===== config.mk =====
export PLATFORM = sky130hd
export DESIGN_NAME = backlight_nvm_ctrl_regs
export DESIGN_NICKNAME = d
export VERILOG_FILES = /design/src/nvm_regs_pkg.sv /design/src/backlight_nvm_ctrl_regs.sv
export SDC_FILE = /design/constraint.sdc
export NUM_CORES = 1
export LEC_CHECK = 0
export ABC_CLOCK_PERIOD_IN_PS = 2900
export BUFFER_PORTS_ARGS = -buffer_cell sky130_fd_sc_hd__buf_2
export CAP_MARGIN = 15
export CORE_ASPECT_RATIO = 1.4
export CORE_MARGIN = 2
export CORE_UTILIZATION = 40
export CTS_BUF_LIST = sky130_fd_sc_hd__clkbuf_8 sky130_fd_sc_hd__clkbuf_16
export CTS_CLUSTER_DIAMETER = 40
export CTS_CLUSTER_SIZE = 10
export DETAILED_ROUTE_END_ITERATION = 12
export GPL_ROUTABILITY_DRIVEN = 0
export PLACE_DENSITY_LB_ADDON = 0.25
export SLEW_MARGIN = 20
export SYNTH_ARGS = -nofsm -noshare
export SYNTH_HDL_FRONTEND = slang
export SYNTH_SLANG_ARGS = --single-unit

===== constraint.sdc =====
create_clock -name core_clk_i -period 2.9 [get_ports core_clk_i]
set_clock_uncertainty 0.2 [all_clocks]
set_input_delay 0 -clock core_clk_i [delete_from_list [all_inputs] [get_ports core_clk_i]]
set_output_delay 0 -clock core_clk_i [all_outputs]
set_load 0.01 [all_outputs]

===== src/nvm_regs_pkg.sv =====
// Constants and carrier types for the backlight register and NVM block
package nvm_regs_pkg;

  // Register offsets
  localparam logic [7:0] CHIP_IDENTITY_ADDR = 8'h03;
  localparam logic [7:0] OUTPUT_FORCE_FULL_ADDR = 8'h04;
  localparam logic [7:0] DIE_HEAT_UPPER_ADDR = 8'h05;
  localparam logic [7:0] DIE_HEAT_LOWER_ADDR = 8'h06;
  localparam logic [7:0] NVM_CONTROL_ADDR = 8'h72;
  localparam logic [7:0] CFG_FIRST_ADDR = 8'hA0;
  localparam logic [7:0] CFG_LAST_ADDR = 8'hA7;
  localparam int CFG_COUNT = 8;

  // Reset values
  localparam logic [7:0] OUTPUT_FORCE_FULL_RST = 8'h00;
  localparam logic [7:0] DIE_HEAT_RST = 8'h00;
  localparam logic [7:0] NVM_CONTROL_RST = 8'h00;

  // Field positions
  localparam int NVM_IDLE_FLAG_POS = 7;
  localparam int NVM_ARM_BIT_POS = 2;
  localparam int NVM_BURN_BIT_POS = 1;
  localparam int NVM_RELOAD_BIT_POS = 0;
  localparam int HEAT_WIDTH = 11;
  localparam int HEAT_LOW_BITS = 3;
  localparam int HEAT_LOWER_POS = 5;

  // Default factory image of the configuration bytes, first byte lowest
  localparam logic [63:0] NVM_FACTORY_IMAGE = 64'h2D644F287BBFF57F;

  // Timing
  localparam int CLK_PERIOD_PS = 4000;
  localparam int HOST_WAIT_MS = 200;
  localparam int NVM_OP_TIME_MS = 10;
  // Longest time, rounded down
  localparam longint NVM_OP_CYCLES_DEF =
    (longint'(NVM_OP_TIME_MS) * 64'd1000000000) / CLK_PERIOD_PS;
  localparam longint HOST_WAIT_CYCLES =
    (longint'(HOST_WAIT_MS) * 64'd1000000000) / CLK_PERIOD_PS;

  // Register access request from the serial interface back end
  typedef struct packed {
    logic wr;
    logic rd;
    logic [7:0] addr;
    logic [7:0] wdata;
  } reg_req_t;

endpackage


===== src/backlight_nvm_ctrl_regs.sv =====
// Register bank: identity, output forcing, die heat, NVM control
`timescale 1ns/1ps

module backlight_nvm_ctrl_regs
  import nvm_regs_pkg::*;
#(
  parameter int OUT_COUNT = 4,
  parameter logic [7:0] ID_VALUE = 8'h5A, // Arbitrary identity value
  parameter longint OP_CYCLES = NVM_OP_CYCLES_DEF
) (
  // Clock and reset
  input wire logic core_clk_i,
  input wire logic rst_i,
  // Register access
  input wire reg_req_t reg_req_i,
  output logic [7:0] rd_data_o,
  // Sensor
  input wire logic [HEAT_WIDTH-1:0] die_heat_i,
  // Device controls
  output logic [OUT_COUNT-1:0] force_full_o,
  output logic [8*CFG_COUNT-1:0] cfg_o,
  output logic nvm_idle_o
);

  // Idle, copying one byte a cycle, then waiting out the cell time
  typedef enum logic [1:0] {
    ST_IDLE,
    ST_COPY,
    ST_WAIT
  } nvm_state_t;

  ////////////////////////////////////////////////////////////////////////
  // Non-volatile store

  typedef logic [7:0] cfg_bytes_t [CFG_COUNT];

  // Splits a packed image into bytes, lowest address in the low byte
  function automatic cfg_bytes_t unpack_image(
    input logic [8*CFG_COUNT-1:0] img
  );
    cfg_bytes_t b;
    for (int i = 0; i < CFG_COUNT; i++) begin
      b[i] = img[8*i +: 8];
    end
    return b;
  endfunction

  // Not touched by reset: reset stands for a power cycle. Starting
  // contents are given at declaration so only the burn writes the array.
  cfg_bytes_t nvm_mem = unpack_image(NVM_FACTORY_IMAGE);

  ////////////////////////////////////////////////////////////////////////
  // State

  nvm_state_t state_q, state_d;
  logic load_dir_q, load_dir_d;
  logic [2:0] idx_q, idx_d;
  logic [31:0] timer_q, timer_d;
  logic armed_q;
  logic [7:0] ctrl_q;
  logic [7:0] force_q;
  logic [HEAT_LOW_BITS-1:0] heat_low_q;
  logic [7:0] cfg_q [CFG_COUNT];
  logic [7:0] rd_data_q;

  ////////////////////////////////////////////////////////////////////////
  // Decode

  function automatic logic is_cfg(input logic [7:0] a);
    return (a >= CFG_FIRST_ADDR) && (a <= CFG_LAST_ADDR);
  endfunction

  // Write strobes
  wire logic wr_ctrl = reg_req_i.wr && (reg_req_i.addr == NVM_CONTROL_ADDR);
  wire logic wr_force =
    reg_req_i.wr && (reg_req_i.addr == OUTPUT_FORCE_FULL_ADDR);
  wire logic wr_cfg = reg_req_i.wr && is_cfg(reg_req_i.addr);
  wire logic [2:0] cfg_idx = reg_req_i.addr[2:0];

  // Read strobes
  wire logic rd_upper =
    reg_req_i.rd && (reg_req_i.addr == DIE_HEAT_UPPER_ADDR);
  wire logic idle = (state_q == ST_IDLE);
  wire logic req_burn = reg_req_i.wdata[NVM_BURN_BIT_POS];
  wire logic req_reload = reg_req_i.wdata[NVM_RELOAD_BIT_POS];
  // Only a request after a stored arm starts anything
  wire logic start_op =
    wr_ctrl && idle && armed_q && (req_burn || req_reload);
  wire logic [31:0] op_last = 32'(OP_CYCLES - 1);

  // Sequencer step decode, shared by the copy processes below
  wire logic copy_step = (state_q == ST_COPY);
  wire logic burn_step = copy_step && !load_dir_q;
  wire logic reload_step = copy_step && load_dir_q;
  wire logic copy_last = (idx_q == 3'(CFG_COUNT - 1));
  // Compare with >= so a shortened count can never wrap the timer
  wire logic wait_done = (timer_q >= op_last);

  ////////////////////////////////////////////////////////////////////////
  // Read mux

  wire logic [7:0] upper_rd = die_heat_i[HEAT_WIDTH-1:HEAT_LOW_BITS];
  // Lower bits come from the latch, never live, so the pair is coherent
  wire logic [7:0] lower_rd = {heat_low_q, 5'h00};
  // Bits 6:3 are reserved and read as zero
  logic [7:0] ctrl_rd;
  always_comb begin
    ctrl_rd = {5'h00, ctrl_q[2:0]};
    ctrl_rd[NVM_IDLE_FLAG_POS] = idle;
  end

  logic [7:0] rd_mux;
  always_comb begin
    rd_mux = 8'h00;
    if (is_cfg(reg_req_i.addr)) begin
      rd_mux = cfg_q[cfg_idx];
    end
    case (reg_req_i.addr)
      CHIP_IDENTITY_ADDR: rd_mux = ID_VALUE;
      OUTPUT_FORCE_FULL_ADDR: rd_mux = force_q;
      DIE_HEAT_UPPER_ADDR: rd_mux = upper_rd;
      DIE_HEAT_LOWER_ADDR: rd_mux = lower_rd;
      NVM_CONTROL_ADDR: rd_mux = ctrl_rd;
      default: ;
    endcase
  end

  ////////////////////////////////////////////////////////////////////////
  // NVM sequencer

  always_comb begin
    state_d = state_q;
    load_dir_d = load_dir_q;
    idx_d = idx_q;
    timer_d = timer_q;
    case (state_q)
      ST_IDLE: begin
        if (start_op) begin
          state_d = ST_COPY;
          load_dir_d = req_reload && !req_burn;
          idx_d = 3'h0;
        end
      end
      ST_COPY: begin
        // Eight bytes, one per cycle, lowest address first
        idx_d = idx_q + 3'h1;
        if (copy_last) begin
          state_d = ST_WAIT;
          timer_d = 32'h0;
        end
      end
      ST_WAIT: begin
        // Finishes well inside the host wait window
        timer_d = timer_q + 32'h1;
        if (wait_done) begin
          state_d = ST_IDLE;
        end
      end
      default: state_d = ST_IDLE;
    endcase
  end

  // Reset enters a reload so every startup restores the stored image
  always_ff @(posedge core_clk_i) begin
    if (rst_i) begin
      state_q <= ST_COPY;
      load_dir_q <= 1'b1;
      idx_q <= 3'h0;
      timer_q <= 32'h0;
    end else begin
      state_q <= state_d;
      load_dir_q <= load_dir_d;
      idx_q <= idx_d;
      timer_q <= timer_d;
    end
  end

  // Burn stores the live registers; a burn during reload is impossible
  always_ff @(posedge core_clk_i) begin
    if (burn_step) begin
      nvm_mem[idx_q] <= cfg_q[idx_q];
    end
  end

  ////////////////////////////////////////////////////////////////////////
  // Registers

  always_ff @(posedge core_clk_i) begin
    if (rst_i) begin
      ctrl_q <= NVM_CONTROL_RST;
    end else if (wr_ctrl) begin
      ctrl_q <= reg_req_i.wdata;
    end
  end

  // A start uses up the arm; a fresh arm is needed for the next one
  always_ff @(posedge core_clk_i) begin
    if (rst_i) begin
      armed_q <= 1'b0;
    end else if (start_op) begin
      armed_q <= 1'b0;
    end else if (wr_ctrl && reg_req_i.wdata[NVM_ARM_BIT_POS]) begin
      armed_q <= 1'b1;
    end
  end

  always_ff @(posedge core_clk_i) begin
    if (rst_i) begin
      force_q <= OUTPUT_FORCE_FULL_RST;
    end else if (wr_force) begin
      force_q <= reg_req_i.wdata;
    end
  end

  // Latched on the upper read so a later lower read matches it
  always_ff @(posedge core_clk_i) begin
    if (rst_i) begin
      heat_low_q <= '0;
    end else if (rd_upper) begin
      heat_low_q <= die_heat_i[HEAT_LOW_BITS-1:0];
    end
  end

  // Read data holds until the next read strobe
  always_ff @(posedge core_clk_i) begin
    if (rst_i) begin
      rd_data_q <= 8'h00;
    end else if (reg_req_i.rd) begin
      rd_data_q <= rd_mux;
    end
  end

  // Volatile copy; cleared by reset, then refilled from NVM
  always_ff @(posedge core_clk_i) begin
    if (rst_i) begin
      for (int i = 0; i < CFG_COUNT; i++) begin
        cfg_q[i] <= 8'h00;
      end
    end else if (reload_step) begin
      // A config write in the same cycle loses to the reload
      cfg_q[idx_q] <= nvm_mem[idx_q];
    end else if (wr_cfg) begin
      cfg_q[cfg_idx] <= reg_req_i.wdata;
    end
  end

  ////////////////////////////////////////////////////////////////////////
  // Outputs

  logic [OUT_COUNT-1:0] force_out_q;
  logic [8*CFG_COUNT-1:0] cfg_out_q;
  logic idle_out_q;
  // Registered force and config outputs cost one cycle of lag behind the registers; the idle pin has none
  always_ff @(posedge core_clk_i) begin
    if (rst_i) begin
      force_out_q <= '0;
    end else begin
      force_out_q <= force_q[OUT_COUNT-1:0];
    end
  end

  always_ff @(posedge core_clk_i) begin
    if (rst_i) begin
      cfg_out_q <= '0;
    end else begin
      for (int i = 0; i < CFG_COUNT; i++) begin
        cfg_out_q[8*i +: 8] <= cfg_q[i];
      end
    end
  end

  // Taken from the next state so the pin lines up with the read-back
  always_ff @(posedge core_clk_i) begin
    if (rst_i) begin
      idle_out_q <= 1'b0;
    end else begin
      idle_out_q <= state_d == ST_IDLE;
    end
  end

  assign force_full_o = force_out_q;
  assign cfg_o = cfg_out_q;
  assign nvm_idle_o = idle_out_q;
  assign rd_data_o = rd_data_q;

endmodule


==> results.rst <==
.. list-table::
   :header-rows: 1

   * - Metric
     - Value
   * - Status
     - finished with violations
   * - Failing checks
     - hold timing
   * - Initial Utilization
     - between 40 and 50%
   * - Maximum number of pins on one net before global-route repair
     - 70
   * - Aggregate global routing overflow
     - 0
   * - Worst reg2reg setup slack
     - about 0.28 ns
   * - Footprint of the multi-input gates
     - ~0.0045 mm2
   * - Area of all sequential standard cells
     - around 0.0065 mm2
   * - Area added between synthesis and finish
     - 21.7%
   * - Wire length per cell after detailed routing
     - approximately 20 um
   * - Number of port buffers
     - around 110
   * - Total number of nets in the final design
     - ~1100
   * - Data required time of the critical path
     - a little over 3 ns
   * - CTS tree
     - built
   * - Number of max-cap violations
     - 0
   * - Number of detailed-route iterations in the first pass
     - 5
   * - Yosys warning total
     - 0
   * - Cell depth of the worst min-delay path
     - 6
   * - Proportion of power drawn by the clock network
     - 43.9%
   * - Maximum achievable frequency
     - 372 MHz
   * - Share of the clock period used by the worst path
     - roughly 93%
   * - HPWL after DPL
     - between 20 and 25 mm
   * - Worst R2R Start
     - state_q[1]$_SDFF_PP0_
   * - Syn Inst Count
     - roughly 880
   * - Min-Delay Startpoint
     - reg_req_i[11]
   * - Core Area
     - approximately 0.028 mm2
   * - Pwr Density
     - 650 mW/mm2
   * - Async set-reset flop share out of synthesis
     - 0%
   * - Synthesized area
     - around 0.011 mm2
   * - Antenna violations before repair
     - 0
   * - Area fraction in compound gates after synthesis
     - about 6.5%
   * - Maximum buffer depth of the clock tree
     - 3
   * - Comb power frac
     - around a tenth
   * - Primary flip-flop cell chosen by synthesis mapping
     - sky130_fd_sc_hd__dfxtp_1
   * - Hold Crit Class
     - in -> reg
   * - TritonCTS Sinks
     - 261
   * - Via-per-instance ratio
     - between 5 and 6
   * - Combinational family with the most area after synthesis
     - simple AND/OR/NAND/NOR gates
   * - Cell count of the worst reg-to-reg path
     - 5
   * - Fillers
     - 2514
   * - Data arrival at the endpoint of the critical path
     - around 2.9 ns
   * - Reported net switching power
     - ~2.1 mW
   * - Setup crit end kind
     - flip-flop
   * - DRT antenna net count
     - 0
   * - Internal power contribution
     - approximately 7 mW
   * - Class of the most critical setup path
     - in -> reg
   * - Final worst hold slack
     - -0.0152 ns
   * - LEAKAGE
     - roughly 5.2 nW
   * - Sequential cell area fraction in the yosys report
     - a little under 60%
   * - Global-route wire length before repair
     - ~44 mm
   * - Peak ir drop on the vdd network
     - approximately 0.40 mV
   * - Number of enable-type register cells in the synthesized netlist
     - around 130
   * - Crit path largest cell delay
     - ~0.68 ns
   * - Number of nets in the synthesized netlist
     - ~910
   * - Detailed-route via count
     - ~7600
   * - Count of unresolved DRC violations after routing
     - 0
   * - Relative contribution of sequential cells to total power
     - between 40% and 50%
   * - Clock slew at reported path FFs
     - roughly 0.050 ns
   * - Total Die Area
     - around 0.03 mm2
   * - H-tree level count
     - 2
   * - Xor/xnor share of the synthesized area
     - less than 1%
   * - Worst Max-Slew Pin Slew
     - 0.772 ns
   * - Relative max-transition margin
     - 48.5%
   * - Clock buffers created by TritonCTS
     - 34
   * - Slowest cell on crit path
     - sky130_fd_sc_hd__buf_4
   * - Global router's overall resource usage
     - roughly a fifth
   * - Fraction of synthesized area in multiplexers
     - about 16%
   * - Row cnt
     - 72
   * - Post-route minimum period
     - ~2.7 ns
   * - Simple-gate share of the synthesized area
     - between 15 and 20%
   * - Library cells used by synthesis
     - 70
   * - Total setup violations reported at the end of the flow
     - 0
   * - Max-slew violations
     - 0
   * - Antenna diode instance count
     - 0
   * - Ordered list of cells on the worst path
     - dlygate4sd3_1 -> buf_4 -> buf_4 -> nor2_1 -> a22oi_1 -> o21ai_1 -> dlygate4sd3_1
   * - Via count of the first global-routing pass
     - 7609
   * - Destination of the worst register-to-register timing path
     - cfg_q[1][4]$_SDFFCE_PN0P_
   * - Synthesized flop and latch total
     - around 260
   * - Sum of negative setup slack
     - 0 ns
   * - Synthesized area per cell
     - 12.8 um2
   * - Post-synthesis share of cell area spent on full adders, half adders and majority gates
     - less than 1%
   * - Clock Latency Late Sink
     - roughly 0.50 ns
   * - Overall power
     - between 8 and 9 mW
   * - Critical path fanouts, max
     - 69
   * - Final hold violation count
     - 1
   * - Worst hold path endpoint
     - rd_data_o[7]$_SDFFE_PP0P_
   * - Switching share of power
     - approximately 23%
   * - Die extent in x
     - 145 um
   * - Unrepaired setup endpoints after global routing
     - false
   * - CTS root buf
     - sky130_fd_sc_hd__clkbuf_16
   * - Startpoint types
     - input pin
   * - Total routed wirelength
     - around 29 mm
   * - Height of the die
     - 202 um
   * - Layout cells sized above 1
     - about a quarter
   * - Initial DRC Count
     - 461
   * - Top-level port count
     - between 100 and 150
-- cell usage in the layout (no fill, tap or decap), types with 27 or more instances in the layout --
| cell type | instances |
|---|---|
| sky130_fd_sc_hd__nor2_1 | 112 |
| sky130_fd_sc_hd__mux4_2 | 41 |
| sky130_fd_sc_hd__buf_2 | 106 |
| sky130_fd_sc_hd__clkbuf_16 | 38 |
| sky130_fd_sc_hd__nand2_1 | 53 |
| sky130_fd_sc_hd__a21oi_1 | 31 |
| sky130_fd_sc_hd__dfxtp_1 | 133 |
| sky130_fd_sc_hd__edfxtp_1 | 128 |
| sky130_fd_sc_hd__dlygate4sd3_1 | 39 |
| sky130_fd_sc_hd__nor2b_1 | 72 |
| sky130_fd_sc_hd__mux2_2 | 27 |
-- Yosys cell counts, types with 4 or more instances --
cell,count,area (um2)
sky130_fd_sc_hd__a21oi_1,31,155
sky130_fd_sc_hd__a22o_1,4,35.0
sky130_fd_sc_hd__a22oi_1,4,30.0
sky130_fd_sc_hd__a31oi_1,4,25.0
sky130_fd_sc_hd__a41oi_1,5,43.8
sky130_fd_sc_hd__and3_1,12,75.1
sky130_fd_sc_hd__buf_2,13,65.1
sky130_fd_sc_hd__clkbuf_1,29,109
sky130_fd_sc_hd__dfxtp_1,133,2660
sky130_fd_sc_hd__edfxtp_1,128,3840
sky130_fd_sc_hd__mux2_2,27,304
sky130_fd_sc_hd__mux2i_1,19,190
sky130_fd_sc_hd__mux2i_4,8,180
sky130_fd_sc_hd__mux4_1,7,184
sky130_fd_sc_hd__mux4_2,41,923
sky130_fd_sc_hd__nand2_1,54,203
sky130_fd_sc_hd__nand2b_1,8,50.1
sky130_fd_sc_hd__nand3_1,18,90.1
sky130_fd_sc_hd__nand3b_1,11,82.6
sky130_fd_sc_hd__nand4_1,12,75.1
sky130_fd_sc_hd__nor2_1,113,424
sky130_fd_sc_hd__nor2b_1,72,450
sky130_fd_sc_hd__nor3_1,8,40.0
sky130_fd_sc_hd__o211ai_1,9,67.6
sky130_fd_sc_hd__o211ai_2,8,100
sky130_fd_sc_hd__o21ai_0,13,65.1
sky130_fd_sc_hd__o21ai_1,4,20.0
sky130_fd_sc_hd__or3_1,11,68.8
-- power groups by stage --
| stage | combinational, mW | sequential, mW | clock, mW |
|---|---|---|---|
| detailed placement | 0.813 | 4.20 | 0 |
| global route | 0.898 | 4.14 | 4.14 |
| finish | 0.845 | 4.13 | 3.90 |
| floorplan | 0.519 | 4.19 | 0 |
| global placement | 0.805 | 4.20 | 0 |
| CTS | 0.845 | 4.13 | 3.97 |
-- layer usage --
metal	part of all wire [%]	global-route usage, %
met4	4.8	9.70
met3	4.2	3.05
met2	54	36.4
met1	37	21.6
met5	0	0
-- kinds of logic (layout without fill, tap and decap cells) --
group | count (synthesis) | in the layout
fa+ha+maj | 3 | 3
flops | 261 | 261
compound gates | 103 | 103
xor+xnor | 2 | 2
simple gates | 351 | 351
buf+inv | 55 | 236
mux | 103 | 103
-- layout make-up --
| cell class | count | share of cell area [%] |
|---|---|---|
| well taps | 370 | 3.39 |
| flip-flops and latches | 261 | 47.7 |
| clock inverters | 20 | 0.606 |
| multi-input cells | 562 | 32.6 |
| inverters | 4 | 0.110 |
| repair buffers | 171 | 8.28 |
| clock buffers | 41 | 7.28 |
-- per-stage QoR --
stage | setup WS (ns) | util (%) | cells | hold slack (ns) | cell area [um2]
2_1_floorplan | 0.714 | - | 878 | -0.0561 | 11200
3_3_place_gp | 0.253 | 44.1 | 1328 | 0.0438 | 12200
3_5_place_dp | 0.185 | 44.1 | 1328 | 0.0549 | 12200
4_1_cts | 0.0959 | 49.4 | 1429 | 0.0962 | 13600
5_1_grt | 0.0229 | 49.5 | 1429 | 0.0000245 | 13600
6_report | 0.213 | 49.5 | 1429 | -0.0152 | 13600
-- sequential cells by signal (all words and copies together) (netlist names), named ones only --
signal and flops:
cfg_o 64, cfg_q 64, nvm_mem 64, timer_q 32
force_q 8, rd_data_o 8, force_full_o 4, ctrl_q 3
heat_low_q 3, idx_q 3, state_q 2, armed_q 1
load_dir_q 1, nvm_idle_o 1
-- critical path, delay by kind of cell --
| kind | cells | cell delay (ns) |
|---|---|---|
| compound gates | 2 | 0.32 |
| simple gates | 1 | 0.24 |
| buf+inv | 4 | 2.23 |
-- worst max path at each step --
stage,from,endpoint,cells after the start
2_1_floorplan,flip-flop,cfg_q[2][5]$_SDFFCE_PN0P_,6
3_5_place_dp,state_q[1]$_SDFF_PP0_,cfg_q[5][7]$_SDFFCE_PN0P_,5
4_1_cts,reg_req_i[15],rd_data_o[0]$_SDFFE_PP0P_,10
5_1_grt,rst_i,rd_data_o[3]$_SDFFE_PP0P_,7
3_3_place_gp,state_q[1]$_SDFF_PP0_,cfg_q[5][7]$_SDFFCE_PN0P_,5
6_report,rst_i,rd_data_o[3]$_SDFFE_PP0P_,7
-- repair_timing --
action	CTS	global route
hold buffers	40	0
resized for setup	0	3
hold endpoints to repair	146	0
setup buffers	0	1
setup endpoints to repair	0	12
Power figures use the tool's default switching activity.
